--- config.mk ---
export PLATFORM = sky130hd
export DESIGN_NAME = sfc_core
export DESIGN_NICKNAME = d
export VERILOG_FILES = /design/src/logic/sfc_buf2.v /design/src/logic/sfc_core.v
export VERILOG_INCLUDE_DIRS = /design/src /design/src/logic
export SDC_FILE = /design/constraint.sdc
export NUM_CORES = 2
export LEC_CHECK = 0
export ABC_AREA = 1
export BUFFER_PORTS_ARGS = -buffer_cell sky130_fd_sc_hd__buf_2
export CAP_MARGIN = 5
export CORE_MARGIN = 5
export CORE_UTILIZATION = 35
export DETAILED_ROUTE_END_ITERATION = 8
export PLACE_DENSITY_LB_ADDON = 0.3
export SYNTH_ARGS = -nofsm -noshare
export SYNTH_HDL_FRONTEND = slang
export SYNTH_SLANG_ARGS = --single-unit
--- constraint.sdc ---
create_clock -name clk -period 4.2 [get_ports clk]
set_input_delay 0.84 -clock clk [delete_from_list [all_inputs] [get_ports clk]]
set_output_delay 0.84 -clock clk [all_outputs]
set_load 0.02 [all_outputs]
--- src/logic/sfc_defines.vh ---
// shared constants for the serial flash slave control block
// assumes includers take the opcode values as a local choice of this design
//
// Functional notes
// - serial output changes after each falling clock edge
// - instruction, address and data bits captured on rising clock edges
// - chip select high floats the serial output
// - deselected device stays active until internal cycle ends, then standby
// - nothing decoded before first chip select falling edge after reset
// - hold floats output, ignores clock and input, keeps sequence position
// - hold only takes effect while chip select is low
// - clock idle level 0 or 1 both work; rise samples, fall shifts
// - page program takes 1 to 256 bytes within one page
// - page program needs a prior write unlock
// - program only clears bits; erase sets bytes to ff
// - sector wipe clears a sector, bulk wipe clears the whole array
// - erase needs a prior write unlock
// - busy flag set for whole status write, program or erase cycle
// - status shows the write unlock latch
// - deep sleep entered by its command, left by wake command
// - in deep sleep every command except wake is ignored
// - three protect bits size the region immune to program and erase
// - lock bit plus low write protect freezes lock and protect bits
// - array is 16 sectors of 256 pages of 256 bytes
// - all fields travel most significant bit first
// - unlock latch cleared at reset and after lock, write or erase completion
// - program, erase, status write need a bit count multiple of eight
// - bulk wipe only when all protect bits are zero
`ifndef SFC_DEFINES_VH
`define SFC_DEFINES_VH

// command codes
`define SFC_OP_UNLOCK 8'h21
`define SFC_OP_LOCK 8'h22
`define SFC_OP_RDSTAT 8'h23
`define SFC_OP_WRSTAT 8'h24
`define SFC_OP_READ 8'h25
`define SFC_OP_PROG 8'h26
`define SFC_OP_SECT 8'h27
`define SFC_OP_BULK 8'h28
`define SFC_OP_SLEEP 8'h29
`define SFC_OP_WAKE 8'h2a

// status byte fields
`define SFC_ST_BUSY 0
`define SFC_ST_WEL 1
`define SFC_ST_BP_LO 2
`define SFC_ST_BP_HI 4
`define SFC_ST_LOCK 7

// synchroniser bit positions and idle reset value
`define SFC_I_SCK 0
`define SFC_I_CS 1
`define SFC_I_MOSI 2
`define SFC_I_HOLD 3
`define SFC_I_WP 4
`define SFC_SYNC_RST 5'h1a
// edges after reset before the synchronised select is trusted
`define SFC_WARM_DONE 2'h3

// array geometry and operations
`define SFC_SECTORS 5'h10
`define SFC_LAST_IDX 8'hff
`define SFC_ERASED 8'hff
`define SFC_AOP_PROG 2'h0
`define SFC_AOP_SECT 2'h1
`define SFC_AOP_BULK 2'h2

// byte counts of command frames
`define SFC_BC_ADDR 3'h3
`define SFC_BC_DATA 3'h4
`define SFC_BC_MAX 3'h5

`endif

--- src/logic/sfc_buf2.v ---
// two-entry valid/ready buffer
// assumes both sides on clk; full when two words held
`timescale 1ns/100ps
module sfc_buf2 #(
	parameter W = 30
) (
	input wire clk,
	input wire rst_n,
	input wire inValid,
	output wire inReady,
	input wire [W-1:0] inData,
	output wire outValid,
	input wire outReady,
	output wire [W-1:0] outData
);
	reg [W-1:0] head_reg;
	reg [W-1:0] tail_reg;
	reg [1:0] count_reg;
	wire push;
	wire pop;

	assign inReady = (count_reg != 2'h2);
	assign outValid = (count_reg != 2'h0);
	assign outData = head_reg;
	assign push = inValid & inReady;
	assign pop = outValid & outReady;

	// storage and occupancy
	always @(posedge clk or negedge rst_n) begin
		if (!rst_n) begin
			head_reg <= {W{1'b0}};
			tail_reg <= {W{1'b0}};
			count_reg <= 2'h0;
		end else begin
			if (pop) begin
				head_reg <= (count_reg == 2'h2) ? tail_reg : inData;
			end else if (push && count_reg == 2'h0) begin
				head_reg <= inData;
			end
			if (push && (count_reg == 2'h2 || (count_reg == 2'h1 && !pop))) begin
				tail_reg <= inData;
			end
			if (push && !pop) begin
				count_reg <= count_reg + 2'h1;
			end else if (pop && !push) begin
				count_reg <= count_reg - 2'h1;
			end
		end
	end
endmodule // sfc_buf2

--- src/logic/sfc_core.v ---
// serial flash slave control: pin side sequencer, status byte, array ops
// assumes array read data valid within two clk cycles of arrRdAddr;
// the array applies program as bitwise and, erase as fill with ff
`timescale 1ns/100ps
`include "sfc_defines.vh"
module sfc_core #(
	parameter [7:0] SIG_VALUE = 8'h5a, // arbitrary signature value
	parameter [31:0] STAT_CYCLES = 32'd1000,
	parameter [31:0] PROG_CYCLES = 32'd2000,
	parameter [31:0] SECT_CYCLES = 32'd20000,
	parameter [31:0] BULK_CYCLES = 32'd80000
) (
	input wire clk,
	input wire rst_n,
	input wire sckPin,
	input wire csPin_n,
	input wire mosiPin,
	input wire holdPin_n,
	input wire wpPin_n,
	output reg misoOut,
	output wire misoOe,
	output reg [19:0] arrRdAddr,
	input wire [7:0] arrRdData,
	output wire arrValid,
	input wire arrReady,
	output wire [1:0] arrOp,
	output wire [19:0] arrAddr,
	output wire [7:0] arrData,
	output wire standbyMode,
	output wire deepSleep,
	output wire [7:0] statusByte
);
	reg [4:0] meta_reg;
	reg [4:0] sync_reg;
	reg sckPrev_reg;
	reg csPrev_reg;
	reg [1:0] warm_reg;
	reg hold_reg;
	reg armed_reg;
	reg ignore_reg;
	reg [2:0] bitIdx_reg;
	reg [2:0] byteCnt_reg;
	reg [6:0] sh_reg;
	reg [7:0] opcode_reg;
	reg [23:0] addr_reg;
	reg [7:0] stData_reg;
	reg [255:0] mask_reg;
	reg [7:0] page [0:255];
	reg wel_reg;
	reg lock_reg;
	reg [2:0] bp_reg;
	reg sleep_reg;
	reg [31:0] timer_reg;
	reg streaming_reg;
	reg [7:0] streamIdx_reg;
	reg [11:0] pageBase_reg;
	reg erasePend_reg;
	reg [1:0] eraseOp_reg;
	reg [19:0] eraseAddr_reg;
	reg busyPrev_reg;
	reg [6:0] tx_reg;
	reg outEn_reg;
	reg [4:0] protN;
	wire sckS;
	wire csS;
	wire mosiS;
	wire holdS;
	wire wpS;
	wire sckRise;
	wire sckFall;
	wire csFall;
	wire csRise;
	wire live;
	wire byteDone;
	wire [7:0] nb;
	wire busy;
	wire ex;
	wire hwProt;
	wire pageProt;
	wire bufInValid;
	wire bufInReady;
	wire [29:0] bufInData;
	wire [29:0] bufOutData;
	wire outPhase;
	wire [7:0] nxt;
	wire cycEnd;

	// two flops on every pin input
	always @(posedge clk or negedge rst_n) begin
		if (!rst_n) begin
			meta_reg <= `SFC_SYNC_RST;
			sync_reg <= `SFC_SYNC_RST;
			sckPrev_reg <= 1'b0;
			csPrev_reg <= 1'b1;
			warm_reg <= 2'h0;
		end else begin
			meta_reg <= {wpPin_n, holdPin_n, mosiPin, csPin_n, sckPin};
			sync_reg <= meta_reg;
			sckPrev_reg <= sync_reg[`SFC_I_SCK];
			csPrev_reg <= sync_reg[`SFC_I_CS];
			if (warm_reg != `SFC_WARM_DONE) begin
				warm_reg <= warm_reg + 2'h1;
			end
		end
	end

	assign sckS = sync_reg[`SFC_I_SCK];
	assign csS = sync_reg[`SFC_I_CS];
	assign mosiS = sync_reg[`SFC_I_MOSI];
	assign holdS = sync_reg[`SFC_I_HOLD];
	assign wpS = sync_reg[`SFC_I_WP];
	// edges found the same way in either idle level
	assign sckRise = sckS & ~sckPrev_reg;
	assign sckFall = ~sckS & sckPrev_reg;
	// select held low through reset is no falling edge
	assign csFall = ~csS & csPrev_reg & (warm_reg == `SFC_WARM_DONE);
	assign csRise = csS & ~csPrev_reg;
	// clock and input dead while paused
	assign live = ~csS & ~hold_reg & armed_reg & ~ignore_reg;
	// a bit lands on each rising edge
	assign byteDone = live & sckRise & (bitIdx_reg == 3'h7);
	// newest bit enters at the bottom
	assign nb = {sh_reg, mosiS};

	// pause state only follows hold while selected
	always @(posedge clk or negedge rst_n) begin
		if (!rst_n) begin
			hold_reg <= 1'b0;
		end else if (csS) begin
			hold_reg <= 1'b0;
		end else if (!sckS) begin
			hold_reg <= ~holdS; // starts and ends only with clock low
		end
	end

	// instruction framing and capture
	always @(posedge clk or negedge rst_n) begin
		if (!rst_n) begin
			armed_reg <= 1'b0;
			ignore_reg <= 1'b0;
			bitIdx_reg <= 3'h0;
			byteCnt_reg <= 3'h0;
			sh_reg <= 7'h00;
			opcode_reg <= 8'h00;
			addr_reg <= 24'h000000;
			stData_reg <= 8'h00;
			mask_reg <= 256'h0;
		end else if (csFall) begin
			armed_reg <= 1'b1;
			ignore_reg <= 1'b0;
			bitIdx_reg <= 3'h0;
			byteCnt_reg <= 3'h0;
			opcode_reg <= 8'h00;
			if (!streaming_reg) begin
				mask_reg <= 256'h0;
			end
		end else if (live && sckRise) begin
			sh_reg <= nb[6:0];
			bitIdx_reg <= bitIdx_reg + 3'h1;
			if (bitIdx_reg == 3'h7) begin
				if (byteCnt_reg != `SFC_BC_MAX) begin
					byteCnt_reg <= byteCnt_reg + 3'h1;
				end
				if (byteCnt_reg == 3'h0) begin
					opcode_reg <= nb;
					// asleep, only the wake command is heard
					if (sleep_reg && nb != `SFC_OP_WAKE) begin
						ignore_reg <= 1'b1;
					end
				end else if (byteCnt_reg <= `SFC_BC_ADDR) begin
					addr_reg <= {addr_reg[15:0], nb};
				end else if (opcode_reg == `SFC_OP_PROG && !busy) begin
					mask_reg[addr_reg[7:0]] <= 1'b1;
					addr_reg[7:0] <= addr_reg[7:0] + 8'h01;
				end
				if (byteCnt_reg == 3'h1) begin
					stData_reg <= nb;
				end
			end
		end
	end

	// page data holding, written while idle only
	always @(posedge clk) begin
		if (byteDone && byteCnt_reg >= `SFC_BC_DATA && opcode_reg == `SFC_OP_PROG && !busy) begin
			page[addr_reg[7:0]] <= nb;
		end
	end

	// protected sector count from the three bits
	always @* begin
		case (bp_reg)
			3'h0: protN = 5'h00;
			3'h1: protN = 5'h01;
			3'h2: protN = 5'h02;
			3'h3: protN = 5'h04;
			3'h4: protN = 5'h08;
			default: protN = `SFC_SECTORS;
		endcase
	end

	// sector index is the top four address bits
	assign pageProt = ({1'b0, addr_reg[19:16]} >= (`SFC_SECTORS - protN));
	// lock bit with low protect pin
	assign hwProt = lock_reg & ~wpS;
	// busy covers timer, streaming and queued array work
	assign busy = (timer_reg != 32'h0) | streaming_reg | erasePend_reg | arrValid;
	assign cycEnd = busyPrev_reg & ~busy;
	assign ex = csRise & armed_reg & ~ignore_reg & (bitIdx_reg == 3'h0);

	// execution at deselect and internal cycle
	always @(posedge clk or negedge rst_n) begin
		if (!rst_n) begin
			wel_reg <= 1'b0;
			lock_reg <= 1'b0;
			bp_reg <= 3'h0;
			sleep_reg <= 1'b0;
			timer_reg <= 32'h0;
			streaming_reg <= 1'b0;
			streamIdx_reg <= 8'h00;
			pageBase_reg <= 12'h000;
			erasePend_reg <= 1'b0;
			eraseOp_reg <= `SFC_AOP_SECT;
			eraseAddr_reg <= 20'h00000;
			busyPrev_reg <= 1'b0;
		end else begin
			busyPrev_reg <= busy;
			if (timer_reg != 32'h0) begin
				timer_reg <= timer_reg - 32'h1;
			end
			// latch drops when a cycle completes
			if (cycEnd) begin
				wel_reg <= 1'b0;
			end
			// program words feed out of the page, one per set mask bit
			if (streaming_reg && (!mask_reg[streamIdx_reg] || bufInReady)) begin
				streamIdx_reg <= streamIdx_reg + 8'h01;
				if (streamIdx_reg == `SFC_LAST_IDX) begin
					streaming_reg <= 1'b0;
				end
			end
			if (erasePend_reg && !streaming_reg && bufInReady) begin
				erasePend_reg <= 1'b0;
			end
			// wake acts as soon as its opcode is in
			if (byteDone && byteCnt_reg == 3'h0 && nb == `SFC_OP_WAKE) begin
				sleep_reg <= 1'b0;
			end
			// write type commands refused while busy
			if (ex && !busy) begin
				case (opcode_reg)
					`SFC_OP_UNLOCK: begin
						if (byteCnt_reg == 3'h1) begin
							wel_reg <= 1'b1;
						end
					end
					`SFC_OP_LOCK: begin
						if (byteCnt_reg == 3'h1) begin
							wel_reg <= 1'b0;
						end
					end
					`SFC_OP_WRSTAT: begin
						if (byteCnt_reg == 3'h2 && wel_reg && !hwProt) begin
							lock_reg <= stData_reg[`SFC_ST_LOCK];
							bp_reg <= stData_reg[`SFC_ST_BP_HI:`SFC_ST_BP_LO];
							timer_reg <= STAT_CYCLES;
						end
					end
					`SFC_OP_PROG: begin
						// needs latch; at least one data byte
						if (byteCnt_reg == `SFC_BC_MAX && wel_reg && !pageProt) begin
							streaming_reg <= 1'b1;
							streamIdx_reg <= 8'h00;
							pageBase_reg <= addr_reg[19:8];
							timer_reg <= PROG_CYCLES;
						end
					end
					`SFC_OP_SECT: begin
						if (byteCnt_reg == `SFC_BC_DATA && wel_reg && !pageProt) begin
							erasePend_reg <= 1'b1;
							eraseOp_reg <= `SFC_AOP_SECT;
							eraseAddr_reg <= {addr_reg[19:16], 16'h0000};
							timer_reg <= SECT_CYCLES;
						end
					end
					`SFC_OP_BULK: begin
						// bulk wipe only with no protection
						if (byteCnt_reg == 3'h1 && wel_reg && bp_reg == 3'h0) begin
							erasePend_reg <= 1'b1;
							eraseOp_reg <= `SFC_AOP_BULK;
							eraseAddr_reg <= 20'h00000;
							timer_reg <= BULK_CYCLES;
						end
					end
					`SFC_OP_SLEEP: begin
						if (byteCnt_reg == 3'h1) begin
							sleep_reg <= 1'b1;
						end
					end
					default: begin
						sleep_reg <= sleep_reg;
					end
				endcase
			end
		end
	end

	// array work queue input
	assign bufInValid = streaming_reg ? mask_reg[streamIdx_reg] : erasePend_reg;
	assign bufInData = streaming_reg ?
		{`SFC_AOP_PROG, pageBase_reg, streamIdx_reg, page[streamIdx_reg]} :
		{eraseOp_reg, eraseAddr_reg, `SFC_ERASED};

	sfc_buf2 #(
		.W(30)
	) u_buf (
		.clk(clk),
		.rst_n(rst_n),
		.inValid(bufInValid),
		.inReady(bufInReady),
		.inData(bufInData),
		.outValid(arrValid),
		.outReady(arrReady),
		.outData(bufOutData)
	);

	assign arrOp = bufOutData[29:28];
	assign arrAddr = bufOutData[27:8];
	assign arrData = bufOutData[7:0];

	// data out phases and the byte to send
	assign outPhase = (opcode_reg == `SFC_OP_RDSTAT && byteCnt_reg != 3'h0) ||
		(opcode_reg == `SFC_OP_READ && byteCnt_reg >= `SFC_BC_DATA) ||
		(opcode_reg == `SFC_OP_WAKE && byteCnt_reg >= `SFC_BC_DATA);
	assign nxt = (opcode_reg == `SFC_OP_RDSTAT) ? statusByte :
		(opcode_reg == `SFC_OP_READ) ? arrRdData : SIG_VALUE;

	// serial output shifter
	always @(posedge clk or negedge rst_n) begin
		if (!rst_n) begin
			misoOut <= 1'b0;
			tx_reg <= 7'h00;
			outEn_reg <= 1'b0;
			arrRdAddr <= 20'h00000;
		end else if (csS) begin
			outEn_reg <= 1'b0;
			misoOut <= 1'b0;
		end else begin
			if (byteDone && byteCnt_reg == `SFC_BC_ADDR && opcode_reg == `SFC_OP_READ) begin
				arrRdAddr <= {addr_reg[11:0], nb};
			end
			// launch on falling edge, msb first
			if (live && sckFall && outPhase) begin
				if (bitIdx_reg == 3'h0) begin
					misoOut <= nxt[7];
					tx_reg <= nxt[6:0];
					outEn_reg <= 1'b1;
					if (opcode_reg == `SFC_OP_READ) begin
						arrRdAddr <= arrRdAddr + 20'h00001;
					end
				end else begin
					misoOut <= tx_reg[6];
					tx_reg <= {tx_reg[5:0], 1'b0};
				end
			end
		end
	end

	// float when deselected; float in hold
	assign misoOe = ~csS & ~hold_reg & outEn_reg;
	assign standbyMode = csS & ~busy & ~sleep_reg;
	assign deepSleep = sleep_reg;
	assign statusByte = {lock_reg, 2'b00, bp_reg, wel_reg & ~cycEnd, busy}; // latch drop shown with busy fall
endmodule // sfc_core

==> impl_metrics.yaml <==
detailed_routing:
  drt_iter0_drc: 8860
  firstDrtPassIters: 6
  ant_nets: 0
  route.detailed.drc: 0
  via_count: 76400
  routed_wl_mm: 326
  viasPerCell: 5.43
  routedWlPerCell_um: 23.2
setup_path:
  reg2regPathDepth: 15
  required_ns: 5.00
  end_kind: "register"
  worst_ep_arrival_time_ns: 4.75
  start_kind: "register"
  worstPathMaxFanout: 65
  setup.worst_path.class: "reg -> reg"
  rrSetupSlack_ns: 0.24
timing:
  grt_setup_unrepaired: "false"
  fin_hold_ws_ns: 0.0892
  slew_viol_final: 0
  worstMarginPinSlew_ns: 1.48
  tns_ns: 0
  worst_slack_ns: 0.244
  fmax_mhz: 253
  setup_viol: 0
  finalCritPeriodShare_pct: 94.2
  hold_viol: 0
  skew_ns: 0.0693
  finalCriticalPeriod_ns: 3.96
  slew_headroom_pct: 1.08
floorplan:
  core_sq_mm: 0.303
  io_pins: 79
  die_y_um: 561
  start_util_pct: 35.2
  die-area_sq_mm: 0.315
  die_w_um: 561
  rows: 202
clock_tree:
  clk_pin_slew_ns: 0.06
  cts.path.max_buffers: 4
  htree_levels: 5
  root_buffer: "clkbuf_16"
  clk_latency_ns: 0.86
  cts_tree: "yes"
  cts_sinks: 2524
  numCtsBuffers: 280
power:
  p_leak_nw: 44.1
  cellPowerDensity_mw_per_mm2: 438
  ir_worst_vdd_v: 0.000330
  fin_total_pwr_mw: 53.7
grt:
  grt_pass1_wl_mm: 488
  grt.total_usage_pct: 20.1
  antenna_found_initial: 9
  grt-ovfl-total: 0
  grt_max_degree: 171
  grt_pass1_vias: 74700
run_status:
  outcome: "completed"
yosys:
  ys_seq_area_share_pct: 69.0
  synth_ff_type: "edfxtp_1"
  avgSynthCellArea_sq_um: 11.0
  synth.ff_latch_count: 2524
  synthCells: 9653
  yosys.area.top_type: "edfxtp_1"
  yosysUniqueCellTypes: 54
  netlist_area_sq_mm: 0.106
  yosys_warnings: 0
  synth_edf_count: 2048
  synth_area_leaders: "edfxtp_1, dfrtp_1, nor2_1, o21ai_0, nand2_1"
  synth_top_area_share_pct: 57.8
  async_reset_ff_share_pct: 18.9
cells_and_area:
  n_fill_cell: 28700
  fin_nets: 9916
  postLayoutCellArea_sq_mm: 0.123
  register_area_sq_mm: 0.0735
  multiInputGateArea_sq_mm: 0.0282
  largest_reg_flops: 2048
  final_cells: 14100
  drive_gt1_share_pct: 10.8
  area_growth_pct: 15.2
  final_core_util_pct: 40.5
placement:
  dpl_cell_area_sq_mm: 0.114
  dp_cells: 13600
  place_hpwl_mm: 192
  pre_cts_ws_ns: 0.345
  place_congestion: 0.883
  port_buffers: 76
run:
  max-cap-violations: 0
min_path:
  hp-class: "in -> reg"
  min_path_cells: 1
## Yosys cell counts, types with 2 or more instances
| cell | instances |
|---|---|
| nand3_1 | 697 |
| xnor2_1 | 10 |
| dfrtp_1 | 468 |
| nand2_1 | 1122 |
| a221oi_1 | 2 |
| clkinv_1 | 5 |
| a22oi_1 | 2 |
| nand4_1 | 20 |
| buf_4 | 79 |
| a21oi_1 | 340 |
| nor2_2 | 3 |
| xor2_1 | 32 |
| o211ai_1 | 280 |
| nor3_1 | 284 |
| buf_1 | 39 |
| or2_2 | 10 |
| nand3b_1 | 8 |
| buf_2 | 208 |
| o22ai_1 | 153 |
| o31ai_1 | 3 |
| nor4_1 | 10 |
| clkbuf_1 | 346 |
| or2_1 | 2 |
| inv_2 | 4 |
| mux2_2 | 9 |
| ha_1 | 26 |
| o21ai_1 | 23 |
| nor2_1 | 1632 |
| dfstp_2 | 8 |
| o221ai_1 | 6 |
| o21ai_0 | 1204 |
| nor2_4 | 2 |
| o21a_1 | 3 |
| nand2_2 | 3 |
| a21boi_0 | 2 |
| buf_6 | 4 |
| a31oi_1 | 89 |
| edfxtp_1 | 2048 |
| inv_1 | 452 |
## power by group
group	internal (mW)	leakage, nW	total [mW]	switching, mW
sequential	27.9	24.9	28.3	0.331
combinational	0.162	14.9	1.43	1.27
clock	14.1	4.33	24.0	9.92
## worst max-delay path: stages (launching register included)
cell	delay (ns)
dfrtp_4	0.67
buf_12	0.45
buf_4	0.52
buf_4	0.29
o21ai_0	0.11
o211ai_1	0.31
nand3_1	0.13
nand3_1	0.23
nand3_1	0.30
nand3_1	0.18
nand2_1	0.07
nand2_1	0.16
nand2_1	0.13
a21oi_1	0.15
nand2_1	0.07
nand2_1	0.06
## placed cells by master (no fill, tap or decap), drive strengths merged, types with 3 or more instances in the layout
| cell | count |
|---|---|
| inv | 461 |
| nand2 | 1125 |
| o221ai | 6 |
| nand3b | 8 |
| clkinvlp | 6 |
| nor3 | 286 |
| or2 | 12 |
| nor2 | 1637 |
| nand3 | 697 |
| bufinv | 20 |
| o211ai | 280 |
| o21a | 3 |
| nand4 | 20 |
| clkinv | 95 |
| o22ai | 154 |
| o21ai | 1227 |
| buf | 613 |
| xor2 | 32 |
| ha | 26 |
| diode | 3 |
| o31ai | 3 |
| a31oi | 89 |
| a21boi | 3 |
| mux2 | 9 |
| a21oi | 341 |
| dfrtp | 468 |
| edfxtp | 2048 |
| dfstp | 8 |
| xnor2 | 10 |
| clkbuf | 364 |
| nor4 | 10 |
## final timing paths
| check | from | end |
|---|---|---|
| min in group asynchronous | rst_n | u_buf.outData[8] |
| setup reg to reg | streamIdx_reg[1] | u_buf.outData[0] |
| setup / recovery | streamIdx_reg[1] | u_buf.outData[0] |
| hold reg to reg | meta_reg[2] | sync_reg[2] |
| max in group asynchronous | rst_n | mask_reg[229] |
| hold / removal | wpPin_n | meta_reg[4] |
## logic make-up after synthesis
group	Yosys count	synth area share, %
AOI/OAI and AO/OA	2115	11.0
xor gates and xnor gates	42	0.346
adders and majority gates	26	0.306
buffers and inverters	1137	4.56
DFF	2524	69.0
muxes	10	0.105
other	1	0.00352
and+or+nand+nor	3798	14.7
## timing repair
| item | 4_1_cts | 5_1_grt |
|---|---|---|
| gates resized for setup | 0 | 0 |
| hold buffers | 1 | 0 |
| buffers inserted | 0 | 0 |
| endpoints found under the hold margin | 1 | 0 |
## layer usage
layer | track usage [%] | part of all wire [%] | vias up
met4 | 6.96 | 3.6 | 0
li1 | - | - | 34500
met1 | 27.8 | 43 | 38100
met3 | 3.23 | 8.0 | 555
met5 | 0 | 0 | -
met2 | 32.1 | 46 | 3188
## cell type report
type                    count  area share, %
diodes                      3        0.00612
clock buffers             364           6.26
clock inverters           121          0.952
inverters                 461           1.44
multi-input cells        5993           23.0
flip-flops and latches   2524           59.9
well taps                3978           4.06
repair buffers            614           4.31
(Power assumes the default switching activity.)
